**src/logic/output_enable_pkg.sv**
```systemverilog
// shared constants and types of the output-enable control block
package output_enable_pkg;

	// apb register byte offsets
	localparam logic [7:0] CONFIG_OFFSET  = 8'h00;
	localparam logic [7:0] OUTPUT_OFFSET  = 8'h04;
	localparam logic [7:0] LIST_OFFSET    = 8'h08;
	localparam logic [7:0] ERROR_OFFSET   = 8'h0C;
	localparam logic [7:0] PERSIST_OFFSET = 8'h10;

	// config register fields
	localparam int POLICY_LSB  = 0;
	localparam int LOAD_LSB    = 4;
	localparam int REMOTE_BIT  = 8;
	localparam int PWRUP_BIT   = 9;
	// output register fields
	localparam int STATE_BIT   = 0;
	localparam int INHIBIT_BIT = 1;
	localparam int REQUEST_BIT = 2;
	// list register fields
	localparam int RUN_BIT     = 0;
	localparam int SAMPLE_BIT  = 1;
	localparam int COUNT_LSB   = 8;
	// persist register: one bit per group
	localparam int GROUP_COMM    = 0;
	localparam int GROUP_UART    = 1;
	localparam int GROUP_BOUNDS  = 2;
	localparam int GROUP_DISPLAY = 3;
	localparam int GROUP_LOAD    = 4;
	localparam int GROUP_COUNT   = 5;

	// error codes, two's complement of -221 and -100
	localparam logic [15:0] ERR_NONE     = 16'h0000;
	localparam logic [15:0] ERR_CONFLICT = 16'hFF23;
	localparam logic [15:0] ERR_COMMAND  = 16'hFF9C;
	localparam logic [7:0]  SAMPLE_LOOPS = 8'h01;

	// remote on/off pin policies and load types
	typedef enum logic [2:0] {
		POL_DISABLED, POL_HIGH_ENABLES, POL_LOW_ENABLES,
		POL_HIGH_INHIBITS, POL_LOW_INHIBITS, POL_LOW_PULSE_LATCH_OFF
	} policy_type;
	typedef enum logic [1:0] {LOAD_ENERGETIC, LOAD_PASSIVE, LOAD_CELL} load_type_type;

	// reset values
	localparam policy_type    POLICY_RESET = POL_HIGH_INHIBITS;
	localparam load_type_type LOAD_RESET   = LOAD_ENERGETIC;
	localparam logic          OUT_ON_RESET = 1'b1;

	// latch-off pulse width
	localparam int CLOCK_MHZ        = 50;
	localparam int LATCH_OFF_MIN_US = 100;
	localparam int LATCH_OFF_CYCLES = LATCH_OFF_MIN_US * CLOCK_MHZ;

endpackage

```
**src/logic/level_sync.sv**
```systemverilog
// two-stage synchroniser for the remote on/off pin
`timescale 1ns/1ps
module level_sync
	import output_enable_pkg::*;
(
	input  wire logic clock,
	input  wire logic resetn,
	input  wire logic async_in,
	output logic      sync_out
);
	typedef struct packed {
		logic first;
		logic second;
	} sync_state_type;

	sync_state_type state;
	sync_state_type next_state;

	// first stage feeds only the second; open pin idles high
	always_comb begin
		next_state.first = async_in;
		next_state.second = state.first;
	end

	always_ff @(posedge clock or negedge resetn) begin
		if (!resetn) begin
			state <= '{first: 1'b1, second: 1'b1};
		end else begin
			state <= next_state;
		end
	end

	assign sync_out = state.second;
endmodule

```
**src/logic/low_pulse_detect.sv**
```systemverilog
// fires once when the input has been low for the minimum width
`timescale 1ns/1ps
module low_pulse_detect
	import output_enable_pkg::*;
#(
	parameter int CYCLES = LATCH_OFF_CYCLES
) (
	input  wire logic clock,
	input  wire logic resetn,
	input  wire logic level,
	output logic      fire
);
	localparam int W = $clog2(CYCLES + 1);

	typedef struct packed {
		logic [W-1:0] count;
		logic         fire;
	} detect_state_type;

	detect_state_type state;
	detect_state_type next_state;

	// count low cycles, saturate, pulse once at the threshold
	always_comb begin
		next_state = state;
		next_state.fire = 1'b0;
		if (level) begin
			next_state.count = '0;
		end else if (state.count != W'(CYCLES)) begin
			next_state.count = state.count + 1'b1;
			next_state.fire = (state.count == W'(CYCLES - 1));
		end
	end

	always_ff @(posedge clock or negedge resetn) begin
		if (!resetn) begin
			state <= '0;
		end else begin
			state <= next_state;
		end
	end

	assign fire = state.fire;
endmodule

```
**src/logic/output_enable_control.sv**
```systemverilog
// output-enable control with remote pin policy, apb registers and persistence strobes
//
// Overview of operation
// - high_enables: output on while pin is 1 or open, off while 0
// - low_enables: output on while pin is 0 or shorted, off while 1
// - high_inhibits: pin 1 forces off; pin 0 lets requests decide
// - low_inhibits: pin 0 forces off; pin 1 lets requests decide
// - low_pulse_latch_off: 100 us low turns off; on-command or standby key re-enables
// - disabled policy ignores every pin level
// - enables policies ignore standby key and output on/off commands
// - policy resets to high_inhibits
// - state command rejected with -221 on pin control, inhibit or running list
// - accepted state command 0 turns output off, 1 turns it on
// - state query reads 0 when disabled, 1 when enabled
// - entering remote mode leaves output state unchanged
// - powers up local with output request on; power-up bit is stored and read back but reset always loads OUT_ON_RESET
// - policy query returns the configured policy of six
// - load type selects energetic, passive or cell turn-off behaviour
// - comm group save stores address, language, setup and pin policy
// - uart group save stores port state, baud, pacing and echo
// - bounds group save stores limits and maximum protection values
// - display group save stores contrast and background
// - load group save stores selected load type
// - list with sample needs loop count 1, else error -100
// - load type query returns energetic, passive or cell
//
// The APB slave port and the register offsets were decided locally.
`timescale 1ns/1ps
module output_enable_control
	import output_enable_pkg::*;
#(
	parameter int LATCH_CYCLES = LATCH_OFF_CYCLES
) (
	input  wire logic        clock,
	input  wire logic        resetn,
	input  wire logic        psel,
	input  wire logic        penable,
	input  wire logic        pwrite,
	input  wire logic [7:0]  paddr,
	input  wire logic [31:0] pwdata,
	output logic [31:0]      prdata,
	output logic             pready,
	output logic             pslverr,
	input  wire logic        remote_pin,
	input  wire logic        standby_key,
	input  wire logic        list_done,
	output logic             output_enable,
	output logic             inhibit_active,
	output logic [1:0]       load_select,
	output logic [4:0]       nv_save,
	output logic [2:0]       nv_policy,
	output logic [1:0]       nv_load
);
	typedef struct packed {
		policy_type    policy;
		load_type_type load;
		logic          out_on;
		logic          enable;
		logic          inhibit;
		logic          remote;
		logic          pwrup_on;
		logic          list_run;
		logic          list_sample;
		logic [7:0]    list_count;
		logic [15:0]   err;
		logic [4:0]    save;
		policy_type    saved_policy;
		load_type_type saved_load;
		logic [31:0]   rdata;
	} ctrl_state_type;

	ctrl_state_type state;
	ctrl_state_type next_state;

	logic pin;
	logic latch_fire;
	logic setup;
	logic access_wr;
	logic mapped;
	logic pin_ctrl;
	logic inhibit_now;
	logic blocked;
	logic start_list;

	// pin into clock domain and low-width
	level_sync u_sync (
		.clock    (clock),
		.resetn   (resetn),
		.async_in (remote_pin),
		.sync_out (pin)
	);

	low_pulse_detect #(
		.CYCLES (LATCH_CYCLES)
	) u_detect (
		.clock  (clock),
		.resetn (resetn),
		.level  (pin),
		.fire   (latch_fire)
	);

	// bus decode; no wait states
	assign setup = psel && !penable;
	assign access_wr = psel && penable && pwrite && mapped;
	assign mapped = (paddr == CONFIG_OFFSET) || (paddr == OUTPUT_OFFSET) ||
		(paddr == LIST_OFFSET) || (paddr == ERROR_OFFSET) || (paddr == PERSIST_OFFSET);
	assign pready = 1'b1;
	assign pslverr = psel && penable && !mapped;

	// policy classification
	assign pin_ctrl = (state.policy == POL_HIGH_ENABLES) ||
		(state.policy == POL_LOW_ENABLES);
	assign inhibit_now = ((state.policy == POL_HIGH_INHIBITS) && pin) ||
		((state.policy == POL_LOW_INHIBITS) && !pin);
	assign blocked = pin_ctrl || inhibit_now || state.list_run;
	assign start_list = access_wr && (paddr == LIST_OFFSET) && pwdata[RUN_BIT];

	// next-state logic
	always_comb begin
		next_state = state;
		next_state.save = '0;

		// software register writes
		if (access_wr) begin
			case (paddr)
				CONFIG_OFFSET: begin
					if (pwdata[POLICY_LSB +: 3] <= 3'(POL_LOW_PULSE_LATCH_OFF)) begin
						next_state.policy = policy_type'(pwdata[POLICY_LSB +: 3]);
					end
					if (pwdata[LOAD_LSB +: 2] <= 2'(LOAD_CELL)) begin
						next_state.load = load_type_type'(pwdata[LOAD_LSB +: 2]);
					end
					next_state.remote = pwdata[REMOTE_BIT]; // out_on untouched
					next_state.pwrup_on = pwdata[PWRUP_BIT];
				end
				OUTPUT_OFFSET: begin
					if (!blocked) begin
						next_state.out_on = pwdata[STATE_BIT];
					end
				end
				LIST_OFFSET: begin
					next_state.list_sample = pwdata[SAMPLE_BIT];
					next_state.list_count = pwdata[COUNT_LSB +: 8];
					next_state.list_run = pwdata[RUN_BIT];
					if (pwdata[RUN_BIT] && pwdata[SAMPLE_BIT] &&
						pwdata[COUNT_LSB +: 8] != SAMPLE_LOOPS) begin
						next_state.list_run = 1'b0;
					end
				end
				ERROR_OFFSET: begin
					next_state.err = ERR_NONE;
				end
				PERSIST_OFFSET: begin
					next_state.save = pwdata[GROUP_COUNT-1:0];
					if (pwdata[GROUP_COMM]) begin
						next_state.saved_policy = state.policy;
					end
					if (pwdata[GROUP_LOAD]) begin
						next_state.saved_load = state.load;
					end
				end
				default: begin
					next_state.save = '0;
				end
			endcase
		end

		// list ends from the waveform engine; a new start wins
		if (list_done && !start_list) begin
			next_state.list_run = 1'b0;
		end

		// errors are set after any clear so a same-cycle event survives
		if (access_wr && paddr == OUTPUT_OFFSET && blocked) begin
			next_state.err = ERR_CONFLICT;
		end
		if (start_list && pwdata[SAMPLE_BIT] && pwdata[COUNT_LSB +: 8] != SAMPLE_LOOPS) begin
			next_state.err = ERR_COMMAND;
		end

		// front-panel standby key toggles the request unless blocked
		if (standby_key && !blocked) begin
			next_state.out_on = !state.out_on;
		end

		// latch-off policy: pin level high never re-enables
		if (state.policy == POL_LOW_PULSE_LATCH_OFF && latch_fire) begin
			next_state.out_on = 1'b0;
		end

		// resolve the output from policy and pin
		next_state.inhibit = inhibit_now;
		case (state.policy)
			POL_HIGH_ENABLES:  next_state.enable = pin;
			POL_LOW_ENABLES:   next_state.enable = !pin;
			POL_HIGH_INHIBITS: next_state.enable = state.out_on && !pin;
			POL_LOW_INHIBITS:  next_state.enable = state.out_on && pin;
			default:           next_state.enable = state.out_on;
		endcase

		// read data captured in the setup cycle
		if (setup) begin
			next_state.rdata = '0;
			case (paddr)
				CONFIG_OFFSET: begin
					next_state.rdata[POLICY_LSB +: 3] = state.policy;
					next_state.rdata[LOAD_LSB +: 2] = state.load;
					next_state.rdata[REMOTE_BIT] = state.remote;
					next_state.rdata[PWRUP_BIT] = state.pwrup_on;
				end
				OUTPUT_OFFSET: begin
					next_state.rdata[STATE_BIT] = state.enable;
					next_state.rdata[INHIBIT_BIT] = state.inhibit;
					next_state.rdata[REQUEST_BIT] = state.out_on;
				end
				LIST_OFFSET: begin
					next_state.rdata[RUN_BIT] = state.list_run;
					next_state.rdata[SAMPLE_BIT] = state.list_sample;
					next_state.rdata[COUNT_LSB +: 8] = state.list_count;
				end
				ERROR_OFFSET: begin
					next_state.rdata[15:0] = state.err;
				end
				PERSIST_OFFSET: begin
					next_state.rdata[POLICY_LSB +: 3] = state.saved_policy;
					next_state.rdata[LOAD_LSB +: 2] = state.saved_load;
				end
				default: begin
					next_state.rdata = '0;
				end
			endcase
		end
	end

	// state register; power-up local with output request on
	always_ff @(posedge clock or negedge resetn) begin
		if (!resetn) begin
			state <= '{
				policy: POLICY_RESET, load: LOAD_RESET, out_on: OUT_ON_RESET,
				enable: 1'b0, inhibit: 1'b0, remote: 1'b0, pwrup_on: OUT_ON_RESET,
				list_run: 1'b0, list_sample: 1'b0, list_count: SAMPLE_LOOPS,
				err: ERR_NONE, save: '0, saved_policy: POLICY_RESET,
				saved_load: LOAD_RESET, rdata: '0
			};
		end else begin
			state <= next_state;
		end
	end

	// outputs
	assign prdata = state.rdata;
	assign output_enable = state.enable;
	assign inhibit_active = state.inhibit;
	assign load_select = state.load;
	assign nv_save = state.save;
	assign nv_policy = state.saved_policy;
	assign nv_load = state.saved_load;
endmodule

```
**config.mk**
```make
export PLATFORM = sky130hd
export DESIGN_NAME = output_enable_control
export DESIGN_NICKNAME = d
export VERILOG_FILES = /design/src/logic/output_enable_pkg.sv /design/src/logic/level_sync.sv /design/src/logic/low_pulse_detect.sv /design/src/logic/output_enable_control.sv
export SDC_FILE = /design/constraint.sdc
export NUM_CORES = 1
export LEC_CHECK = 0
export BUFFER_PORTS_ARGS = -buffer_cell sky130_fd_sc_hd__buf_4
export CORE_MARGIN = 3
export CORE_UTILIZATION = 53
export DETAILED_ROUTE_END_ITERATION = 7
export GPL_TIMING_DRIVEN = 0
export HOLD_SLACK_MARGIN = 0.05
export PLACE_DENSITY = 0.93
export RECOVER_POWER = 50
export SKIP_CTS_REPAIR_TIMING = 1
export SLEW_MARGIN = 10
export SYNTH_ARGS = -nofsm -noshare
export SYNTH_HDL_FRONTEND = slang
export SYNTH_SLANG_ARGS = --single-unit
```
**constraint.sdc**
```tcl
create_clock -name clock -period 2.6 [get_ports clock]
set_input_delay 0.26 -clock clock [delete_from_list [all_inputs] [get_ports clock]]
set_output_delay 0.26 -clock clock [all_outputs]
set_load 0.02 [all_outputs]
```
==> reports/results.md <==
Status
- status: finished, violations left
- failing checks: capacitance limit, slew limit

Logic synthesis
- top post-synthesis cells by area: sky130_fd_sc_hd__dfrtp_1, sky130_fd_sc_hd__buf_4, sky130_fd_sc_hd__dfstp_2
- sequential fraction of the synthesis area: 46.6%
- most area-hungry cell type in the Yosys netlist: sky130_fd_sc_hd__dfrtp_1
- summed instance area of the synthesized netlist: 3460 sq um
- instance count of the mapped netlist: 340
- proportion of register bits with asynchronous set or reset after synthesis: 100%
- Yosys warnings: 0
- area fraction of the dominant cell type after synthesis: 39.7%
- number of different library cells in the post-synthesis netlist: 56
- top_reg_cell synth: sky130_fd_sc_hd__dfrtp_1
- Post-synth EDFFs: 0
- number of synthesized register bits: 64
- average footprint of a synthesized cell: 10.2 sq um

Timing
- fin worst setup slack: 0.430 ns
- Fin Setup TNS: 0 ns
- f_max: 461 MHz
- final worst clock skew: 0.00958 ns
- fin. max-slew vios: 65
- final worst path period share: 83.5%
- measured slew at the worst slew-check pin: 1.56 ns
- setup repair after global routing missed its margin: false
- total count of hold-check failures in the final report: 0
- final worst path period need: 2.17 ns
- final setup violation count: 0
- worst relative slew slack: -3.99%
- hold slack final: 0.135 ns

GRT
- Congestion Overflow GR: 0
- number of global-route vias before repair: 2767
- first-pass GRT wire length: 12700 um
- pin count of the biggest net entering global routing: 65
- GRT Util Overall: 21.6%
- initial antenna violation count: 0

Finish
- final cell count without fillers: 507
- Non-Filler Cell Area, Final: 4250 sq um
- share of post-route cells with drive strength above 1: 34.0%
- Layout Nets: 477
- number of antenna diodes: 0
- Area Growth Syn to Fin: 22.6%
- final core utilization: 69.3%

Pwr
- Worst IR Drop VDD: 284 uV
- standby leakage power: 2.11 nW
- power per unit of standard cell area: 510 nW/um^2
- Total Power Consumption: 2.17 mW

Floorplanning
- Cell Rows: 28
- area of the die: 7540 sq um
- Die H: 86.8 um
- starting density of the core: 56.5%
- Top Ports: 96
- die span in x: 86.8 um
- Core Footprint: 6130 sq um

Worst setup path
- maximum fanout count along the critical path: 10
- number of cells traversed by the worst register-to-register path: 5
- Worst Setup End Kind: flip-flop
- required time reported for the critical path endpoint: 2.87 ns
- startpoint of the most critical register-to-register path: u_sync.sync_out
- crit path max-delay cell type: sky130_fd_sc_hd__dfstp_2
- startpoint types: flip-flop
- arrival time at the worst endpoint: 2.44 ns
- CP peak stage delay: 0.52 ns
- launching instance or port of the critical path: u_sync.sync_out
- Critical Path, Cell by Cell: clkbuf_1, nor3_1, a221o_1, or3b_2, a31oi_1
- Setup CP Type: reg2reg

Min path
- Hold Path Origin: pwdata[3]
- worst hold path depth: 2
- worst min-delay path class: in2reg

Routing
- highest metal layer with signal wires: met4
- met2 WL: 4250 um
- DRC violation count after routing: 0
- total routed wire length on the met1 layer: 2890 um
- DRC violation total after the first TritonRoute iteration: 206
- wirelength, routed: 7760 um
- detailed-routing iteration count for the pre-antenna-repair pass: 4
- via count: 2745
- residual antenna-violating net count after detailed routing: 0
- Routed met3 length: 486 um
- drt via density: 5.41
- average routed wire per standard cell: 15.3 um

Place
- HPWL after DPL: 5760 um
- Post-Place Worst Slack: 0.339 ns
- cell area reported after detailed placement: 4060 sq um
- DP Cell Count: 490
- Port Buffer Count: 60
- Routability Congestion: 0.891

Clock tree
- clock tree from TritonCTS: yes
- CTS H-tree lvls: 3
- TritonCTS buffer count: 9
- Clock Root Buffer: sky130_fd_sc_hd__clkbuf_8
- CTS clock-pin slew for the worst setup and hold paths: 0.07 ns
- Worst-Skew Late Latency: 0.34 ns
- clk buf depth: 2
- TritonCTS Sinks: 64

Run
- reported max-cap violation count: 1

==> routing by layer <==
layer | GRT usage, % | vias to the layer above
li1 | - | 1304
met1 | 23.5 | 1342
met2 | 39.8 | 86
met3 | 4.18 | 13
met5 | 0 | -
met4 | 10.5 | 0
==> cell type report <==
type / count / area [sq um]
Fill cell: 474 / 1880
Multi-Input combinational cell: 223 / 1470
Tap cell: 75 / 93.8
Clock inverter: 6 / 82.6
Timing Repair Buffer: 61 / 413
Clock buffer: 10 / 138
Inverter: 8 / 30.0
Buffer: 60 / 409
Sequential cell: 64 / 1610
==> layout by cell type, fill, tap and decap left out, drive strengths merged, types with 3 or more instances in the layout <==
cell type	count
conb	17
nand4	5
xnor2	4
a21oi	14
clkinv	4
buf	95
nand3b	3
mux2	17
nor2b	3
dfstp	9
nor3	5
and2	6
and4	3
inv	7
nand2	27
clkbuf	35
nand2b	6
nor4	4
mux2i	12
xor2	5
o22ai	4
a31oi	3
and3	4
or3	3
nand3	13
dfrtp	55
nor2	17
o22a	3
o21ai	17
==> kinds of logic (layout without fill, tap and decap cells) <==
family                   Yosys count  after routing  synth area share [%]
adder cells (fa/ha/maj)            2              2                 0.722
AND/OR/NAND/NOR                  109            109                  17.5
flip-flops                        64             64                  46.6
other                              2             17                 0.217
AO/OA/AOI/OAI                     57             57                  10.8
buffers and inverters             68            145                  12.7
multiplexers                      29             29                  9.21
XOR/XNOR                           9              9                  2.28
==> synth_stat cells, drive strengths merged (4+ instances only) <==
cell type and number:
nor4 4, mux2i 12, and3 4, nand2b 6, xnor2 4, nand2 27, and2 6, nand3 13
o21ai 17, a21oi 14, dfrtp 55, nand4 5, nor2 17, buf 49, mux2 17, nor3 5
clkbuf 11, xor2 5, o22ai 4, inv 7, dfstp 9
==> critical path, delay by kind of cell (launching register included) <==
family / cells / cell delay [ns]
and+or+nand+nor: 2 / 0.67
AOI/OAI and AO/OA: 2 / 0.59
DFF: 1 / 0.52
buffers and inverters: 1 / 0.32
==> power breakdown <==
group / internal [mW] / switching (mW) / leakage, nW
logic: 0.0855 / 0.122 / 1.16
clock network: 0.560 / 0.376 / 0.112
registers: 1.01 / 0.0111 / 0.841
total: 1.66 / 0.509 / 2.11
==> state kept, by name, indices dropped and copies added (netlist names), 2 cells and up <==
register	cells
state	19
prdata	15
u_detect.state	13
nv_save	5
nv_policy	3
load_select	2
nv_load	2
==> final timing paths <==
check                                  end  slack [ns]
max                              state[72]        0.43
max reg2reg                      state[72]        0.43
max in group asynchronous        state[61]        1.36
min in group asynchronous       nv_save[4]        0.31
min reg2reg                u_sync.sync_out        0.36
min                             nv_save[3]        0.13
No activity file was read; power rests on OpenSTA's default activity.
